--- src/inc/ipt_defs.vh ---
// Constants for the ignition period timer and display multiplexer.
// Assumes the includer uses word indices on the register bus.
`ifndef IPT_DEFS_VH
`define IPT_DEFS_VH

// Register word indices (byte address is four times the index)
`define IPT_IDX_CTRL 6'h00
`define IPT_IDX_STATUS 6'h01
`define IPT_IDX_PERIOD 6'h02
`define IPT_IDX_CLOCK_LOW 6'h03
`define IPT_IDX_THOUSANDS_SEG 6'h04
`define IPT_IDX_HUNDREDS_SEG 6'h05
`define IPT_IDX_DISPLAY_FLASH_STATE 6'h0d
`define IPT_IDX_CLOCK_UPPER_BYTE 6'h0e
`define IPT_IDX_CLOCK_MIDDLE_BYTE 6'h0f

// Control register fields
`define IPT_CTRL_CONFIG_MODE 0

// Status register fields
`define IPT_ST_PERIOD_VALID 0
`define IPT_ST_OVERFLOW_ABORT 1
`define IPT_ST_CONFIG_REQUEST 2
`define IPT_ST_COMPARATOR_EDGE 3
`define IPT_ST_SELECT_PRESSED 4
`define IPT_ST_MEASURING 5
`define IPT_ST_COMPARATOR_LEVEL 6
`define IPT_ST_W1C_MASK 8'h0f

// Display flash state fields
`define IPT_DS_LEFT_FLASH 3
`define IPT_DS_RIGHT_FLASH 4
`define IPT_DS_SHIFT_FLASH 5
`define IPT_DS_SHIFT_ON 7
`define IPT_DS_MASK 8'hb8

// Clock bits that time the display
`define IPT_MUX_BIT 5
`define IPT_FLASH_BIT 2
`define IPT_SHIFT_FLASH_BIT 7

// Timer prescale: timers count once every eight oscillator clocks
`define IPT_TICK_DIV 4'h8
`define IPT_PRESCALE_LAST 3'h7

// Reset values and period timer limit
`define IPT_SEG_RESET 7'h7f
`define IPT_BYTE_RESET 8'h00
`define IPT_PERIOD_MAX 16'hffff

`endif

--- src/hdl/ipt_top.v ---
// Ignition period timer, 24-bit real-time clock, button inputs and
// register slave for the engine speed indicator.
// Assumes an Avalon-MM master using word addresses and synchronous inputs.
//
// Implementation choice: register access over Avalon-MM.
`timescale 1ns/1ps
`include "ipt_defs.vh"

// Functional notes
// - Timers advance once per eight clocks
// - 16-bit period timer between rising edges
// - Overflow aborts; restart at next rising edge
// - Clock: low timer plus two stored bytes
// - Low timer overflow carries into upper bytes
// - Mux and flash rates from clock bits
// - Seven segment lines plus shift lamp output
// - Only selected digit anode powered, pattern shown
// - Two selects, one digit powered at once
// - Config button press requests config mode
// - Select button polled while configuring
// - Comparator high when sense exceeds reference
// - Comparator edges drive period start and stop
// - Middle bit 5 picks thousands or hundreds
// - Upper bit 2 low blanks flashing digit
// - Middle bit 7 flashes enabled shift lamp
// - Flash enables and lamp-on bit stored
module ipt_top (
   input wire i_clk,
   input wire i_sys_rst,
   input wire [5:0] i_avs_address,
   input wire i_avs_read,
   input wire i_avs_write,
   input wire [31:0] i_avs_writedata,
   output reg [31:0] o_avs_readdata,
   output wire o_avs_waitrequest,
   input wire [7:0] i_ignition_sense_input,
   input wire [7:0] i_comparator_reference_input,
   input wire i_config_button_input_n,
   input wire i_select_button_input_n,
   output wire [6:0] o_segment_n,
   output wire o_shift_lamp_output,
   output wire o_digit_one_select,
   output wire o_digit_two_select,
   output wire o_config_request,
   output wire o_config_mode
);

   reg ack_reg;
   reg [2:0] prescale_reg;
   reg tick_reg;
   reg comp_reg;
   reg comp_prev_reg;
   reg measuring_reg;
   reg [15:0] period_timer_reg;
   reg [15:0] period_reg;
   reg period_valid_reg;
   reg overflow_abort_reg;
   reg comp_edge_reg;
   reg [7:0] clock_low_timer_reg;
   reg [7:0] clock_middle_reg;
   reg [7:0] clock_upper_reg;
   reg [7:0] flash_state_reg;
   reg [6:0] thousands_seg_reg;
   reg [6:0] hundreds_seg_reg;
   reg config_btn_prev_reg;
   reg config_request_reg;
   reg config_mode_reg;
   reg [31:0] read_next;

   wire access;
   wire wr_take;
   wire comp_rise;
   wire period_overflow;
   wire low_overflow;
   wire [15:0] middle_upper;
   wire [15:0] middle_upper_next;
   wire config_press;
   wire wr_ctrl;
   wire wr_status;
   wire wr_flash;
   wire wr_upper;
   wire wr_middle;
   wire wr_thou;
   wire wr_hund;
   wire [7:0] status_value;

   // Every access waits one cycle, then completes with waitrequest low
   assign access = i_avs_read | i_avs_write;
   assign o_avs_waitrequest = access & ~ack_reg;
   assign wr_take = i_avs_write & ack_reg;

   always @(posedge i_clk)
   begin
      if (i_sys_rst)
         ack_reg <= 1'b0;
      else
         ack_reg <= access & ~ack_reg;
   end

   // Write strobes, one per writable register
   assign wr_ctrl = wr_take & (i_avs_address == `IPT_IDX_CTRL);
   assign wr_status = wr_take & (i_avs_address == `IPT_IDX_STATUS);
   assign wr_flash = wr_take & (i_avs_address == `IPT_IDX_DISPLAY_FLASH_STATE);
   assign wr_upper = wr_take & (i_avs_address == `IPT_IDX_CLOCK_UPPER_BYTE);
   assign wr_middle = wr_take & (i_avs_address == `IPT_IDX_CLOCK_MIDDLE_BYTE);
   assign wr_thou = wr_take & (i_avs_address == `IPT_IDX_THOUSANDS_SEG);
   assign wr_hund = wr_take & (i_avs_address == `IPT_IDX_HUNDREDS_SEG);

   // Prescaler: one timer tick every eight clocks
   always @(posedge i_clk)
   begin
      if (i_sys_rst)
      begin
         prescale_reg <= 3'h0;
         tick_reg <= 1'b0;
      end
      else
      begin
         prescale_reg <= prescale_reg + 3'h1;
         tick_reg <= (prescale_reg == `IPT_PRESCALE_LAST);
      end
   end

   // Digital comparator on the sampled ignition and reference levels
   always @(posedge i_clk)
   begin
      if (i_sys_rst)
      begin
         comp_reg <= 1'b0;
         comp_prev_reg <= 1'b0;
      end
      else
      begin
         comp_reg <= (i_ignition_sense_input > i_comparator_reference_input);
         comp_prev_reg <= comp_reg;
      end
   end

   assign comp_rise = comp_reg & ~comp_prev_reg;
   assign period_overflow = measuring_reg & tick_reg &
      (period_timer_reg == `IPT_PERIOD_MAX);

   // Period measurement; a stopping edge also starts the next period
   always @(posedge i_clk)
   begin
      if (i_sys_rst)
      begin
         measuring_reg <= 1'b0;
         period_timer_reg <= 16'h0000;
         period_reg <= 16'h0000;
      end
      else if (comp_rise)
      begin
         if (measuring_reg)
            period_reg <= period_timer_reg;
         measuring_reg <= 1'b1;
         period_timer_reg <= 16'h0000;
      end
      else if (period_overflow)
      begin
         // Below range: drop this one and wait for a fresh edge
         measuring_reg <= 1'b0;
         period_timer_reg <= 16'h0000;
      end
      else if (measuring_reg & tick_reg)
         period_timer_reg <= period_timer_reg + 16'h0001;
   end

   // Sticky events; a new event beats a clear in the same cycle
   always @(posedge i_clk)
   begin
      if (i_sys_rst)
      begin
         period_valid_reg <= 1'b0;
         overflow_abort_reg <= 1'b0;
         comp_edge_reg <= 1'b0;
      end
      else
      begin
         if (comp_rise & measuring_reg)
            period_valid_reg <= 1'b1;
         else if (wr_status & i_avs_writedata[`IPT_ST_PERIOD_VALID])
            period_valid_reg <= 1'b0;
         if (period_overflow & ~comp_rise)
            overflow_abort_reg <= 1'b1;
         else if (wr_status & i_avs_writedata[`IPT_ST_OVERFLOW_ABORT])
            overflow_abort_reg <= 1'b0;
         if (comp_rise)
            comp_edge_reg <= 1'b1;
         else if (wr_status & i_avs_writedata[`IPT_ST_COMPARATOR_EDGE])
            comp_edge_reg <= 1'b0;
      end
   end

   // Real-time clock: low timer free running, carry into stored bytes
   assign low_overflow = tick_reg & (clock_low_timer_reg == 8'hff);
   assign middle_upper = {clock_upper_reg, clock_middle_reg};
   assign middle_upper_next = middle_upper + 16'h0001;

   always @(posedge i_clk)
   begin
      if (i_sys_rst)
      begin
         clock_low_timer_reg <= `IPT_BYTE_RESET;
         clock_middle_reg <= `IPT_BYTE_RESET;
         clock_upper_reg <= `IPT_BYTE_RESET;
      end
      else
      begin
         if (tick_reg)
            clock_low_timer_reg <= clock_low_timer_reg + 8'h01;
         // A software write to a stored byte wins over the carry
         if (wr_middle)
            clock_middle_reg <= i_avs_writedata[7:0];
         else if (low_overflow)
            clock_middle_reg <= middle_upper_next[7:0];
         if (wr_upper)
            clock_upper_reg <= i_avs_writedata[7:0];
         else if (low_overflow)
            clock_upper_reg <= middle_upper_next[15:8];
      end
   end

   // Display registers written by software
   always @(posedge i_clk)
   begin
      if (i_sys_rst)
      begin
         flash_state_reg <= `IPT_BYTE_RESET;
         thousands_seg_reg <= `IPT_SEG_RESET;
         hundreds_seg_reg <= `IPT_SEG_RESET;
      end
      else
      begin
         if (wr_flash)
            flash_state_reg <= i_avs_writedata[7:0] & `IPT_DS_MASK;
         if (wr_thou)
            thousands_seg_reg <= i_avs_writedata[6:0];
         if (wr_hund)
            hundreds_seg_reg <= i_avs_writedata[6:0];
      end
   end

   // Config button: a press (falling level) raises a sticky request
   assign config_press = config_btn_prev_reg & ~i_config_button_input_n;

   always @(posedge i_clk)
   begin
      if (i_sys_rst)
      begin
         config_btn_prev_reg <= 1'b1;
         config_request_reg <= 1'b0;
         config_mode_reg <= 1'b0;
      end
      else
      begin
         config_btn_prev_reg <= i_config_button_input_n;
         if (config_press)
            config_request_reg <= 1'b1;
         else if (wr_status & i_avs_writedata[`IPT_ST_CONFIG_REQUEST])
            config_request_reg <= 1'b0;
         // The press enters config mode; software leaves it by writing zero
         if (config_press)
            config_mode_reg <= 1'b1;
         else if (wr_ctrl)
            config_mode_reg <= i_avs_writedata[`IPT_CTRL_CONFIG_MODE];
      end
   end

   assign o_config_request = config_request_reg;
   assign o_config_mode = config_mode_reg;

   // Select button is a plain level that software polls, no event logic
   assign status_value = {1'b0, comp_reg, measuring_reg,
      ~i_select_button_input_n, comp_edge_reg, config_request_reg,
      overflow_abort_reg, period_valid_reg};

   // Read mux; unmapped indices read zero
   always @*
   begin
      read_next = 32'h0000_0000;
      if (i_avs_address == `IPT_IDX_CTRL)
         read_next = {31'h0000_0000, config_mode_reg};
      else if (i_avs_address == `IPT_IDX_STATUS)
         read_next = {24'h00_0000, status_value};
      else if (i_avs_address == `IPT_IDX_PERIOD)
         read_next = {16'h0000, period_reg};
      else if (i_avs_address == `IPT_IDX_CLOCK_LOW)
         read_next = {24'h00_0000, clock_low_timer_reg};
      else if (i_avs_address == `IPT_IDX_THOUSANDS_SEG)
         read_next = {25'h000_0000, thousands_seg_reg};
      else if (i_avs_address == `IPT_IDX_HUNDREDS_SEG)
         read_next = {25'h000_0000, hundreds_seg_reg};
      else if (i_avs_address == `IPT_IDX_DISPLAY_FLASH_STATE)
         read_next = {24'h00_0000, flash_state_reg};
      else if (i_avs_address == `IPT_IDX_CLOCK_UPPER_BYTE)
         read_next = {24'h00_0000, clock_upper_reg};
      else if (i_avs_address == `IPT_IDX_CLOCK_MIDDLE_BYTE)
         read_next = {24'h00_0000, clock_middle_reg};
   end

   // Read data is captured in the wait cycle and stands while ack is high
   always @(posedge i_clk)
   begin
      if (i_sys_rst)
         o_avs_readdata <= 32'h0000_0000;
      else if (i_avs_read & ~ack_reg)
         o_avs_readdata <= read_next;
   end

   // Display driver
   ipt_display_mux u_display (
      .i_clk(i_clk),
      .i_sys_rst(i_sys_rst),
      .i_clock_upper(clock_upper_reg),
      .i_clock_middle(clock_middle_reg),
      .i_flash_state(flash_state_reg),
      .i_thousands_seg(thousands_seg_reg),
      .i_hundreds_seg(hundreds_seg_reg),
      .o_segment_n(o_segment_n),
      .o_shift_lamp_output(o_shift_lamp_output),
      .o_digit_one_select(o_digit_one_select),
      .o_digit_two_select(o_digit_two_select)
   );

endmodule // ipt_top

--- src/hdl/ipt_display_mux.v ---
// Display multiplexer: picks the active digit, blanks flashing digits
// and drives the shift lamp. Assumes common anode digits, active low
// segment cathodes and active high anode transistor drive.
`timescale 1ns/1ps
`include "ipt_defs.vh"

module ipt_display_mux (
   input wire i_clk,
   input wire i_sys_rst,
   input wire [7:0] i_clock_upper,
   input wire [7:0] i_clock_middle,
   input wire [7:0] i_flash_state,
   input wire [6:0] i_thousands_seg,
   input wire [6:0] i_hundreds_seg,
   output reg [6:0] o_segment_n,
   output reg o_shift_lamp_output,
   output reg o_digit_one_select,
   output reg o_digit_two_select
);

   wire right_active;
   wire flash_off_phase;
   wire digit_blank;
   wire shift_lit;
   wire [6:0] pattern;
   wire [6:0] seg_next;

   // Middle clock bit picks thousands at 0, hundreds at 1
   assign right_active = i_clock_middle[`IPT_MUX_BIT];
   assign flash_off_phase = ~i_clock_upper[`IPT_FLASH_BIT];
   assign digit_blank = flash_off_phase &
      (right_active ? i_flash_state[`IPT_DS_RIGHT_FLASH] :
      i_flash_state[`IPT_DS_LEFT_FLASH]);
   assign pattern = right_active ? i_hundreds_seg : i_thousands_seg;
   // Lamp follows a faster clock bit only while flashing is enabled
   assign shift_lit = i_flash_state[`IPT_DS_SHIFT_ON] &
      (~i_flash_state[`IPT_DS_SHIFT_FLASH] | i_clock_middle[`IPT_SHIFT_FLASH_BIT]);

   // Per segment: a blanked digit leaves every cathode high
   genvar g;
   generate
      for (g = 0; g < 7; g = g + 1)
      begin : g_seg
         assign seg_next[g] = pattern[g] | digit_blank;
      end
   endgenerate

   // Registered outputs keep glitches off the transistor drives
   always @(posedge i_clk)
   begin
      if (i_sys_rst)
      begin
         o_segment_n <= `IPT_SEG_RESET;
         o_shift_lamp_output <= 1'b0;
         o_digit_one_select <= 1'b0;
         o_digit_two_select <= 1'b0;
      end
      else
      begin
         o_segment_n <= seg_next;
         o_shift_lamp_output <= shift_lit;
         o_digit_one_select <= ~right_active & ~digit_blank;
         o_digit_two_select <= right_active & ~digit_blank;
      end
   end

endmodule // ipt_display_mux

--- config.mk ---
export PLATFORM = sky130hd
export DESIGN_NAME = ipt_top
export DESIGN_NICKNAME = d
export VERILOG_FILES = /design/src/hdl/ipt_top.v /design/src/hdl/ipt_display_mux.v
export VERILOG_INCLUDE_DIRS = /design/src /design/src/inc
export SDC_FILE = /design/constraint.sdc
export NUM_CORES = 1
export LEC_CHECK = 0
export ABC_AREA = 1
export BUFFER_PORTS_ARGS = -buffer_cell sky130_fd_sc_hd__buf_2
export CORE_UTILIZATION = 50
export DETAILED_ROUTE_END_ITERATION = 12
export PLACE_DENSITY = 0.74
export SKIP_CTS_REPAIR_TIMING = 1
export SLEW_MARGIN = 20
export SYNTH_ARGS = -nofsm -noshare
export SYNTH_HDL_FRONTEND = slang
export SYNTH_SLANG_ARGS = --single-unit
export TNS_END_PERCENT = 50
--- constraint.sdc ---
create_clock -name i_clk -period 4.1 [get_ports i_clk]
set_input_delay 0.82 -clock i_clk [delete_from_list [all_inputs] [get_ports i_clk]]
set_output_delay 0.82 -clock i_clk [all_outputs]
set_load 0.01 [all_outputs]
==> impl_results.md, run 1 <==
* Power Density at slightly below 400 mW/mm^2
* Synth Area in Simple Gates at a little under a third
* WL met1 at 6770 um
* Critical Path AT at between 2 and 3 ns
* # port buffers at 64
* Share of cells above drive strength 1 at around 15%
* Vias in the first global route at 4727
* Crit path max-delay family: simple AND/OR/NAND/NOR gates
* Die area at 0.0119 sq mm
* Reg2reg setup slack at approximately 2.1 ns
* Leakage at 2.75 nW
* CP Class: in2reg
* Primary FF master, synth: dfxtp_1
* Die Y-Extent at 109 um
* Max-slew violation count at 0
* CP Max Fanout at 15
* Fraction of registers with async set/reset at 0%
* Layout area overhead at 15.2%
* TritonCTS Buffers at 17
* Syn Area/Cell at about 7.2 sq um
* Status: finished, final reports clean
* Via Count at about 5400
* Xor-xnor portion of the synthesized cell area at 1.22%
* #FFs+latches synth at roughly 110
* TritonCTS clock tree: built
* Routed WL at approximately 14000 um
* Reg2reg end: period_timer_reg[3]$_SDFFE_PP0P_
* Top layer in use: met4
* Total core area at 0.0110 sq mm
* VDD IR-drop max at ~400 uV
* Post-DP Area at 0.00609 sq mm
* Fmax at 418 MHz
* Drt drc at 0
* Fill count at 1022
* Post-synth EDFFs at 0
* Initial Util at approximately 52%
* WL/cell at approximately 14 um
* Cell area after layout at between 0.006 and 0.007 sq mm
* Die width at ~110 um
* Met3 WL at 698 um
* CP required at 4.41 ns
* Worst Path Buf+Inv at 2
* DP Wirelength at 10100 um
* RSZ-0062 raised after global routing: no
* Pwr Total at 2.61 mW
* Antenna violations before repair at 0
* Worst r2r path cells at 7
* Worst-Margin Slew at 0.885 ns
* Hold worst-path end: prescale_reg[0]$_SDFF_PP0_
* Fin crit period at ~2.4 ns
* Via density at 5.30
* Yosys warnings at 0
* Antenna Violating Nets Remaining at 0
* Clock Sinks at about 110
* Non-filler instance count after layout at 1012
* Worst hold path startpoint: prescale_reg[0]$_SDFF_PP0_
* Crit end category: flip-flop
* Fin crit share at 58.4%
* First-pass GRT wire length at 22800 um
* Clk root buf: clkbuf_16
* Max Cap Viol at 0
* Gp weighted congestion at 0.890
* Clock Path Buffers at 2
* Max incr delay on CP at 0.62 ns
* Most used cell, CP: nand2_1
* Origin of the critical flop-to-flop path: measuring_reg$_SDFFE_PP0P_
* Std-Cell Rows at 38
* Critical path launch point type: primary input
* Largest net degree at the start of global routing at 48
* First drt pass iteration count at 5
* Adder-cell share of the synthesized area at 2.83%
* Worst-path cell chain: buf_2 -> nor2_4 -> nand3_1 -> nor2_1 -> nand2_1 -> o21ai_0 -> nand2_1 -> nand2_1 -> inv_1
* WL met2 at 6510 um
* Clk pin slew, worst setup/hold paths at 0.05 ns
* Hold Violations, Final at 0
* Register area share after synthesis at between 30% and 40%
* Cell area after synthesis at 0.00575 sq mm
* Placed Instances at 982
* Layout net count at 934
* Stages on worst setup path at 9
* Post-synthesis cell type count at 39
* Worst Skew at 0.00496 ns
* Hold Path Class: reg2reg
* Total GRT Usage at 25.1%
* Mux share of post-synthesis cell area at 0%
* Gate Count Post-Synth at about 800
* Util after Layout at 60.0%
* Antenna cells at 0
* Compound-Gate Fraction of Synth Area at between 10 and 15%
* Slowest library cell on the worst path: nor2_1
* GRT overflow at 0
* Hold Crit Depth at 1
* H-Tree Depth at 4
* IO Count at 105
* Setup TNS Final at 0 ns
* Worst-Skew Late Latency at 0.41 ns
* Slew margin rel. at between 40% and 50%
* DRT iter0 DRCs at 370
* Largest family of logic cells by synthesized area: simple AND/OR/NAND/NOR gates
* Final setup violation count at 0
per-layer routing:
metal / vias to the layer above / global-route usage [%]
li1: 2739 / -
met1: 2462 / 32.6
met2: 138 / 39.5
met3: 21 / 7.17
met4: 0 / 8.86
met5: - / 0
cells in the mapped netlist, drive strengths merged, types with 8 or more instances:
| cell type | n | share of area [%] |
|---|---|---|
| inv | 103 | 6.7 |
| a21oi | 76 | 6.6 |
| ha | 13 | 2.8 |
| nor2 | 77 | 6.1 |
| o22ai | 9 | 0.98 |
| o211ai | 20 | 2.6 |
| buf | 23 | 2.9 |
| nand3 | 72 | 7.1 |
| nand2 | 176 | 12 |
| clkbuf | 16 | 1.0 |
| a31oi | 9 | 0.98 |
| dfxtp | 114 | 40 |
| nand4 | 8 | 0.87 |
| o21ai | 29 | 2.5 |
| nor3 | 21 | 2.0 |
worst reg2reg max path, cell delays in order, from the launching register on:
cell,delay [ns]
dfxtp_1,0.82
nand2_4,0.19
nor2_4,0.19
nand3_2,0.12
nor2_2,0.16
nand3_2,0.10
nand3_4,0.19
nor3_1,0.08
how the worst max path moves through the flow:
stage                           from  slack [ns]                              end
finish              i_avs_address[5]        1.71  overflow_abort_reg$_SDFFE_PP0P_
global route        i_avs_address[5]        1.56  overflow_abort_reg$_SDFFE_PP0P_
CTS                 i_avs_address[5]        1.77  overflow_abort_reg$_SDFFE_PP0P_
detailed placement  i_avs_address[5]        1.38  overflow_abort_reg$_SDFFE_PP0P_
global placement    i_avs_address[5]        1.37  overflow_abort_reg$_SDFFE_PP0P_
floorplan           i_avs_address[5]        2.22  clock_upper_reg[7]$_SDFFE_PP0P_
kinds of logic after synthesis:
kind of cell               Yosys count
adders and majority gates           13
xor gates and xnor gates             8
AOI/OAI and AO/OA                  149
and+or+nand+nor                    372
buffers and inverters              142
DFF                                114
other                                1
cell usage in the layout (no fill, tap or decap), types with 3 or more instances in the layout:
master / n
a21oi_1: 76
a31oi_1: 9
buf_2: 64
buf_4: 3
clkbuf_1: 5
clkbuf_16: 17
clkinv_2: 4
conb_1: 16
dfxtp_1: 114
ha_1: 13
inv_1: 100
inv_2: 3
nand2_1: 171
nand2_4: 5
nand3_1: 65
nand3_2: 5
nand3b_1: 7
nand4_1: 8
nor2_1: 65
nor2_2: 6
nor2_4: 6
nor3_1: 20
o211ai_1: 20
o21ai_0: 26
o21ai_1: 3
o22ai_1: 9
or2_2: 5
xor2_1: 7
power breakdown:
group | total (mW) | switching, mW | internal, mW | leakage (nW)
Combinational | 0.140 | 0.0990 | 0.0408 | 1.57
Sequential | 1.13 | 0.0116 | 1.12 | 0.922
Clock | 1.33 | 0.481 | 0.851 | 0.260
per-stage QoR:
stage	setup WS, ns	hold slack, ns
after global routing	1.56	0.453
after CTS	1.77	0.418
after floorplan	2.22	0.390
final	1.71	0.413
after detailed placement	1.38	0.406
after global placement	1.37	0.397
area by class of cell:
cell class              count  area (sq um)  area share (%)
inverters                 103           387            5.84
multi-input cells         558          2910            43.9
clock buffers              24           472            7.12
well taps                 140           175            2.65
clock inverters             6          57.6           0.869
flip-flops and latches    114          2280            34.5
repair buffers             67           343            5.18
Note: power is estimated with default switching activity, not from simulation.
==> inputs of run 2 (changes only) <==
Settings changed: ABC_AREA 1 to 0, PLACE_DENSITY 0.74 to 0.77.
Clock period 4.1 ns to 2.1 ns, I/O delays scaled along.
==> run 2 against run 1 <==
Clock power is 100% higher. Cell count shrank 16%. Synthesized cell count shrank 20%. Worst hold slack got worse by 0.29 ns. First-iteration DRC count stayed put. Sequential power grew 96%. Critical path type is now reg2reg. Largest cell class unchanged.
==> impl_results.md, run 2 <==
* Die width at 107 um (was 109 um)
* Syn Area/Cell at 8.67 sq um (was 7.19 sq um)
* Fin crit share at 86.5%
* Total core area at 0.0108 sq mm (was 0.0110 sq mm)
* Clk pin slew, worst setup/hold paths at 0.06 ns (was 0.05 ns)
* Fmax at 550 MHz
* Count leader, synth: dfxtp_1 (was nand2_1)
* IO Count at 105 (unchanged)
* Leakage at 2.58 nW (was 2.75 nW)
* Share of cells above drive strength 1 at 19.3% (was 14.6%)
* DP Wirelength at 9780 um (was 10100 um)
* Die Y-Extent at 107 um (was 109 um)
* TritonCTS Buffers at 17 (unchanged)
* RSZ-0062 raised after global routing: no (unchanged)
* Primary FF master, synth: dfxtp_1 (unchanged)
* Setup TNS Final at 0 ns (unchanged)
* Total GRT Usage at 25.3% (was 25.1%)
* Critical path launch point type: flip-flop (was primary input)
* Commonest cells post-synth: dfxtp_1, nand2_1, nor2_1, a21oi_1 (was nand2_1, dfxtp_1, inv_1, a21oi_1)
* Placed Instances at 824 (was 982)
* CP Class: reg2reg (was in2reg)
* Hold Violations, Final at 0 (unchanged)
* Cell area after layout at 0.00649 sq mm (was 0.00662 sq mm)
* Clock Path Buffers at 2 (unchanged)
* Fin crit period at approximately 1.8 ns
* Post-DP Area at 0.00593 sq mm (was 0.00609 sq mm)
* VDD IR-drop max at 432 uV (was 396 uV)
* Layout net count at 776 (was 934)
* Worst-Margin Slew at 0.609 ns (was 0.885 ns)
* Worst-path cell chain: ha_1 -> inv_1 -> nor3_2 -> nand4_1 -> nand2b_1 -> nor2_1 (was buf_2 -> nor2_4 -> nand3_1 -> nor2_1 -> nand2_1 -> o21ai_0 -> nand2_1 -> nand2_1 -> inv_1)
* Gp weighted congestion at 0.925 (was 0.890)
* # port buffers at 64 (unchanged)
* Worst-Skew Late Latency at 0.52 ns (was 0.41 ns)
* Synth top area cells: dfxtp_1, nand2_1, nor2_1, mux2i_1, xor2_1 (was dfxtp_1, nand2_1, a21oi_1, inv_1, nand3_1)
* Min Hold Slack at 0.125 ns (was 0.413 ns)
* Gate Count Post-Synth at 638 (was 799)
* Initial Util at 51.2% (was 52.1%)
* WL/cell at 16.1 um (was 14.1 um)
* Antenna Violating Nets Remaining at 0 (unchanged)
* Routed WL at 13800 um (was 14200 um)
* Antenna violations before repair at 0 (unchanged)
* Pwr Total at 5.22 mW (was 2.61 mW)
* Reg2reg setup slack at 0.28 ns (was 2.13 ns)
* TritonCTS clock tree: built (unchanged)
* Power Density at 804 mW/mm^2 (was 393 mW/mm^2)
* Die area at 0.0115 sq mm (was 0.0119 sq mm)
* Vias in the first global route at 4646 (was 4727)
* GRT overflow at 0 (unchanged)
* Register area share after synthesis at 41.3% (was 39.7%)
* Most frequent cells in the layout: dfxtp_1, nand2_1, nor2_1 (was nand2_1, dfxtp_1, inv_1)
* Fraction of registers with async set/reset at 0% (unchanged)
* Drt drc at 0 (unchanged)
* First drt pass iteration count at 5 (unchanged)
* #FFs+latches synth at 114 (unchanged)
* Most common cell after layout, fill and taps aside: dfxtp_1 (was nand2_1)
* Post-synth EDFFs at 0 (unchanged)
* Non-filler instance count after layout at 855 (was 1012)
* Yosys warnings at 0 (unchanged)
* DRT iter0 DRCs at 370 (unchanged)
* Status: finished, final reports clean (unchanged)
* Max incr delay on CP at 0.46 ns (was 0.62 ns)
* Via density at 5.64 (was 5.30)
* Worst Skew at 0.00611 ns (was 0.00496 ns)
* CP Max Fanout at 12 (was 15)
* Worst Path Buf+Inv at 1 (was 2)
* Critical Path AT at 2.21 ns (was 2.70 ns)
* Clk root buf: clkbuf_8 (was clkbuf_16)
* Clock Sinks at 114 (unchanged)
* Post-synthesis cell type count at 65 (was 39)
* Layout area overhead at 17.5% (was 15.2%)
* Final setup violation count at 0 (unchanged)
* CP required at 2.49 ns (was 4.41 ns)
* Post-synth top area share at 41.3% (was 39.7%)
* Hold Path Class: in2reg (was reg2reg)
* Slew margin rel. at 59.1% (was 40.8%)
* Std-Cell Rows at 38 (unchanged)
* H-Tree Depth at 4 (unchanged)
* Max Cap Viol at 0 (unchanged)
* Crit end category: flip-flop (unchanged)
* Max-slew violation count at 0 (unchanged)
* Cell area after synthesis at 0.00553 sq mm (was 0.00575 sq mm)
* Slowest library cell on the worst path: dfxtp_1 (was nor2_1)
* Antenna cells at 0 (unchanged)
* Largest net degree at the start of global routing at 42 (was 48)
* First-pass GRT wire length at 22400 um (was 22800 um)
* Via Count at 4818 (was 5360)
* Crit path max-delay family: simple AND/OR/NAND/NOR gates (unchanged)
* Area leader, netlist: dfxtp_1 (unchanged)
## run 2: metrics by stage
stage | util, % | worst slack, ns
6_report | 60.2 | 0.283
2_1_floorplan | - | 0.371
3_3_place_gp | 55.0 | 0.172
3_5_place_dp | 55.0 | 0.118
5_1_grt | 60.2 | 0.157
4_1_cts | 60.2 | 0.284
## run 2: path summary, 6_finish.rpt
check | startpoint | depth (start not counted) | end
worst max-delay path | period_timer_reg[0]$_SDFFE_PP0P_ | 6 | period_timer_reg[6]$_SDFFE_PP0P_
worst max register to register | period_timer_reg[0]$_SDFFE_PP0P_ | 6 | period_timer_reg[6]$_SDFFE_PP0P_
worst min-delay path | i_config_button_input_n | 2 | config_btn_prev_reg$_SDFF_PP1_
worst min register to register | prescale_reg[0]$_SDFF_PP0_ | 1 | prescale_reg[0]$_SDFF_PP0_
## run 2: worst reg2reg max path: stages (launching register included)
cell	delay (ns)
dfxtp_1	0.46
ha_1	0.25
inv_1	0.06
nor3_2	0.22
nand4_1	0.20
nand2b_1	0.40
nor2_1	0.10
## run 2: report_power, final
part,internal [mW],switching (mW)
Combinational,0.112,0.197
Clock,1.74,0.968
Sequential,2.19,0.0201
## run 2: cells by family (layout without fill, tap and decap cells)
logic type | count (synthesis) | in the layout | share of synthesized area [%]
AND/OR/NAND/NOR | 263 | 263 | 24.7
adder cells (fa/ha/maj) | 13 | 13 | 2.94
buffers and inverters | 70 | 132 | 6.45
other | 1 | 16 | 0.0678
XOR/XNOR | 36 | 36 | 5.70
multiplexers | 19 | 19 | 3.67
flip-flops | 114 | 114 | 41.3
AO/OA/AOI/OAI | 122 | 122 | 15.2
## run 2: area by class of cell
type	instances	area [sq um]
multi-input combinational	469	2950
fill	896	4300
clock buffer	22	453
clock inverter	9	108
tap	140	175
sequential	114	2280
timing repair buffer	83	463
inverter	18	67.6
## run 2: routing by layer
metal,part of all wire [%],track usage (%),vias to the layer above
met2,48,41.1,178
li1,-,-,2325
met1,43,31.1,2287
met4,2.3,10.9,0
met3,7.2,7.36,28
met5,0,0,-
==> inputs of run 3 (changes only) <==
Settings changed: ABC_AREA 0 to 1.
==> run 3 against run 2 <==
Global-route usage increased by 0.35 points. First-iteration DRC count increased by 28%. Worst hold slack improved by 0.066 ns. Wire length increased by 5.1%. Design area increased by 5.6%. Register-to-register slack improved by 0.10 ns. Worst setup slack improved by 0.10 ns. Critical path depth increased by 2. Largest cell class unchanged. Maximum frequency increased by 6.1%.
==> impl_results.md, run 3 (synthesis gave the netlist of run 1 again) <==
* Status: finished, final reports clean (unchanged)
* Max incr delay on CP at 0.40 ns (was 0.46 ns)
* Gp weighted congestion at 0.882 (was 0.925)
* CP Max Fanout at 4 (was 12)
* Setup TNS Final at 0 ns (unchanged)
* Fin crit period at 1.71 ns (was 1.82 ns)
* Share of cells above drive strength 1 at 16.1% (was 19.3%)
* VDD IR-drop max at 755 uV (was 432 uV)
* Critical path launch point type: flip-flop (unchanged)
* Clock share of power at 57.7% (was 51.8%)
* Seq pwr share at 37.3% (was 42.3%)
* Switching Share at 21.2% (was 22.7%)
* Layout area overhead at 19.3% (was 17.5%)
* Routed WL at 14500 um (was 13800 um)
* Fmax at 584 MHz (was 550 MHz)
* # port buffers at 64 (unchanged)
* Logic gate share of total power at 5.0% (was 5.9%)
* Hold Crit Depth at 3 (was 2)
* Register area at 0.00228 sq mm (unchanged)
* Layout net count at 943 (was 776)
* Hold Violations, Final at 0 (unchanged)
* Net Sw Power at 1.25 mW (was 1.18 mW)
* DP Wirelength at 10400 um (was 9780 um)
* Hold Path Class: in2reg (unchanged)
* CP required at 2.41 ns (was 2.49 ns)
* Fill count at 1001 (was 896)
* Via Count at 5506 (was 4818)
* Die width at 109 um (was 107 um)
* Most common cell after layout, fill and taps aside: nand2_1 (was dfxtp_1)
* Max-slew violation count at 0 (unchanged)
* Worst Skew at 0.00680 ns (was 0.00611 ns)
* First-pass GRT wire length at 23300 um (was 22400 um)
* Antenna violations before repair at 0 (unchanged)
* Crit end category: flip-flop (unchanged)
* Antenna cells at 0 (unchanged)
* Drt drc at 0 (unchanged)
* Hold worst-path end: config_btn_prev_reg$_SDFF_PP1_ (unchanged)
* Slew margin rel. at 60.1% (was 59.1%)
* Worst-Skew Late Latency at 0.42 ns (was 0.52 ns)
* Clk root buf: clkbuf_16 (was clkbuf_8)
* Die area at 0.0119 sq mm (was 0.0115 sq mm)
* Internal power at 4.65 mW (was 4.04 mW)
* First drt pass iteration count at 6 (was 5)
* Total core area at 0.0110 sq mm (was 0.0108 sq mm)
* DRT iter0 DRCs at 475 (was 370)
* Max Cap Viol at 0 (unchanged)
* Total GRT Usage at 25.6% (was 25.3%)
* Reg2reg setup slack at 0.39 ns (was 0.28 ns)
* IO Count at 105 (unchanged)
* Die Y-Extent at 109 um (was 107 um)
* Clock Path Buffers at 2 (unchanged)
* H-Tree Depth at 4 (unchanged)
* GRT overflow at 0 (unchanged)
* Std-Cell Rows at 38 (unchanged)
* Slowest library cell on the worst path: dfxtp_1 (unchanged)
* RSZ-0062 raised after global routing: no (unchanged)
* Via density at 5.39 (was 5.64)
* Power Density at 860 mW/mm^2 (was 804 mW/mm^2)
* Worst r2r path cells at 8 (was 6)
* Fin crit share at 81.5% (was 86.5%)
* Largest net degree at the start of global routing at 37 (was 42)
* Clock Sinks at 114 (unchanged)
* Final setup violation count at 0 (unchanged)
* Worst-Margin Slew at 0.598 ns (was 0.609 ns)
* Util after Layout at 62.2% (was 60.2%)
* Antenna Violating Nets Remaining at 0 (unchanged)
* Worst-path cell chain: ha_1 -> nand3_1 -> nor2_4 -> nand3_2 -> nor2_2 -> nand4_1 -> o211ai_1 -> inv_1 (was ha_1 -> inv_1 -> nor3_2 -> nand4_1 -> nand2b_1 -> nor2_1)
* Reg2reg end: measuring_reg$_SDFFE_PP0P_ (was period_timer_reg[6]$_SDFFE_PP0P_)
* Leakage at 2.86 nW (was 2.58 nW)
* WL/cell at 14.2 um (was 16.1 um)
* Initial Util at 52.1% (was 51.2%)
* Most frequent cells in the layout: nand2_1, dfxtp_1, inv_1 (was dfxtp_1, nand2_1, nor2_1)
* TritonCTS Buffers at 17 (unchanged)
* Worst hold path startpoint: i_config_button_input_n (unchanged)
* Clk pin slew, worst setup/hold paths at 0.05 ns (was 0.06 ns)
* Origin of the critical flop-to-flop path: period_timer_reg[0]$_SDFFE_PP0P_ (unchanged)
* CP Class: reg2reg (unchanged)
* Area of the multi-input gates at 0.00291 sq mm (was 0.00295 sq mm)
* Vias in the first global route at 4969 (was 4646)
* TritonCTS clock tree: built (unchanged)
* Critical Path AT at 2.02 ns (was 2.21 ns)
==> run 3: changes by cell type in the layout (fill, tap and decap cells not counted), sizes merged, moves of 15 or more <==
| cell | delta |
|---|---|
| a211oi | -17 |
| a21oi | +42 |
| inv | +85 |
| mux2i | -18 |
| nand2 | +98 |
| nand3 | +48 |
| o211ai | +19 |
| xnor2 | -15 |
==> run 3: final cells by class <==
cell class	count	area share [%]
Timing Repair Buffer	76	5.98
Sequential cell	114	33.3
Multi-Input combinational cell	558	42.4
Clock buffer	18	6.40
Inverter	103	5.64
Tap cell	140	2.55
Clock inverter	13	3.76
==> run 3: metrics by stage <==
step	cells	setup slack, ns	area, sq um	hold slack, ns	power [mW]
after floorplan	814	0.587	5800	0.390	2.45
after global placement	991	0.300	6160	0.402	2.53
after detailed placement	991	0.280	6160	0.408	2.54
after CTS	1022	0.404	6860	0.184	5.93
after global routing	1022	0.267	6860	0.186	6.06
final	1022	0.388	6860	0.191	5.89
==> run 3: worst max-delay path by stage <==
stage,from,cells past startpoint,end
3_3_place_gp,i_avs_address[5],8,clock_upper_reg[7]$_SDFFE_PP0P_
6_report,period_timer_reg[0]$_SDFFE_PP0P_,8,measuring_reg$_SDFFE_PP0P_
5_1_grt,clock_middle_reg[1]$_SDFFE_PP0P_,10,clock_upper_reg[4]$_SDFFE_PP0P_
3_5_place_dp,i_avs_address[5],8,clock_upper_reg[7]$_SDFFE_PP0P_
4_1_cts,period_timer_reg[0]$_SDFFE_PP0P_,8,period_timer_reg[3]$_SDFFE_PP0P_
2_1_floorplan,period_timer_reg[1]$_SDFFE_PP0P_,9,period_timer_reg[15]$_SDFFE_PP0P_
==> run 3: power by group through the flow <==
stage | registers, mW | logic [mW] | clock network [mW]
floorplan | 2.25 | 0.200 | 0
CTS | 2.20 | 0.292 | 3.43
detailed placement | 2.25 | 0.290 | 0
global route | 2.20 | 0.329 | 3.53
finish | 2.20 | 0.295 | 3.40
global placement | 2.25 | 0.287 | 0
==> run 3: metal layers <==
metal	wire length, um	vias up	global-route usage [%]
met3	979	31	6.58
met4	357	0	11.3
met2	6840	204	41.6
li1	-	2769	-
met1	6290	2502	31.9
met5	0	-	0
==> run 3: worst max-delay path: cells and delay by family, from the launching register on <==
| kind | cells | cell delay, ns |
|---|---|---|
| compound gates | 1 | 0.15 |
| buf+inv | 1 | 0.05 |
| simple gates | 5 | 0.79 |
| flops | 1 | 0.40 |
| fa+ha+maj | 1 | 0.22 |
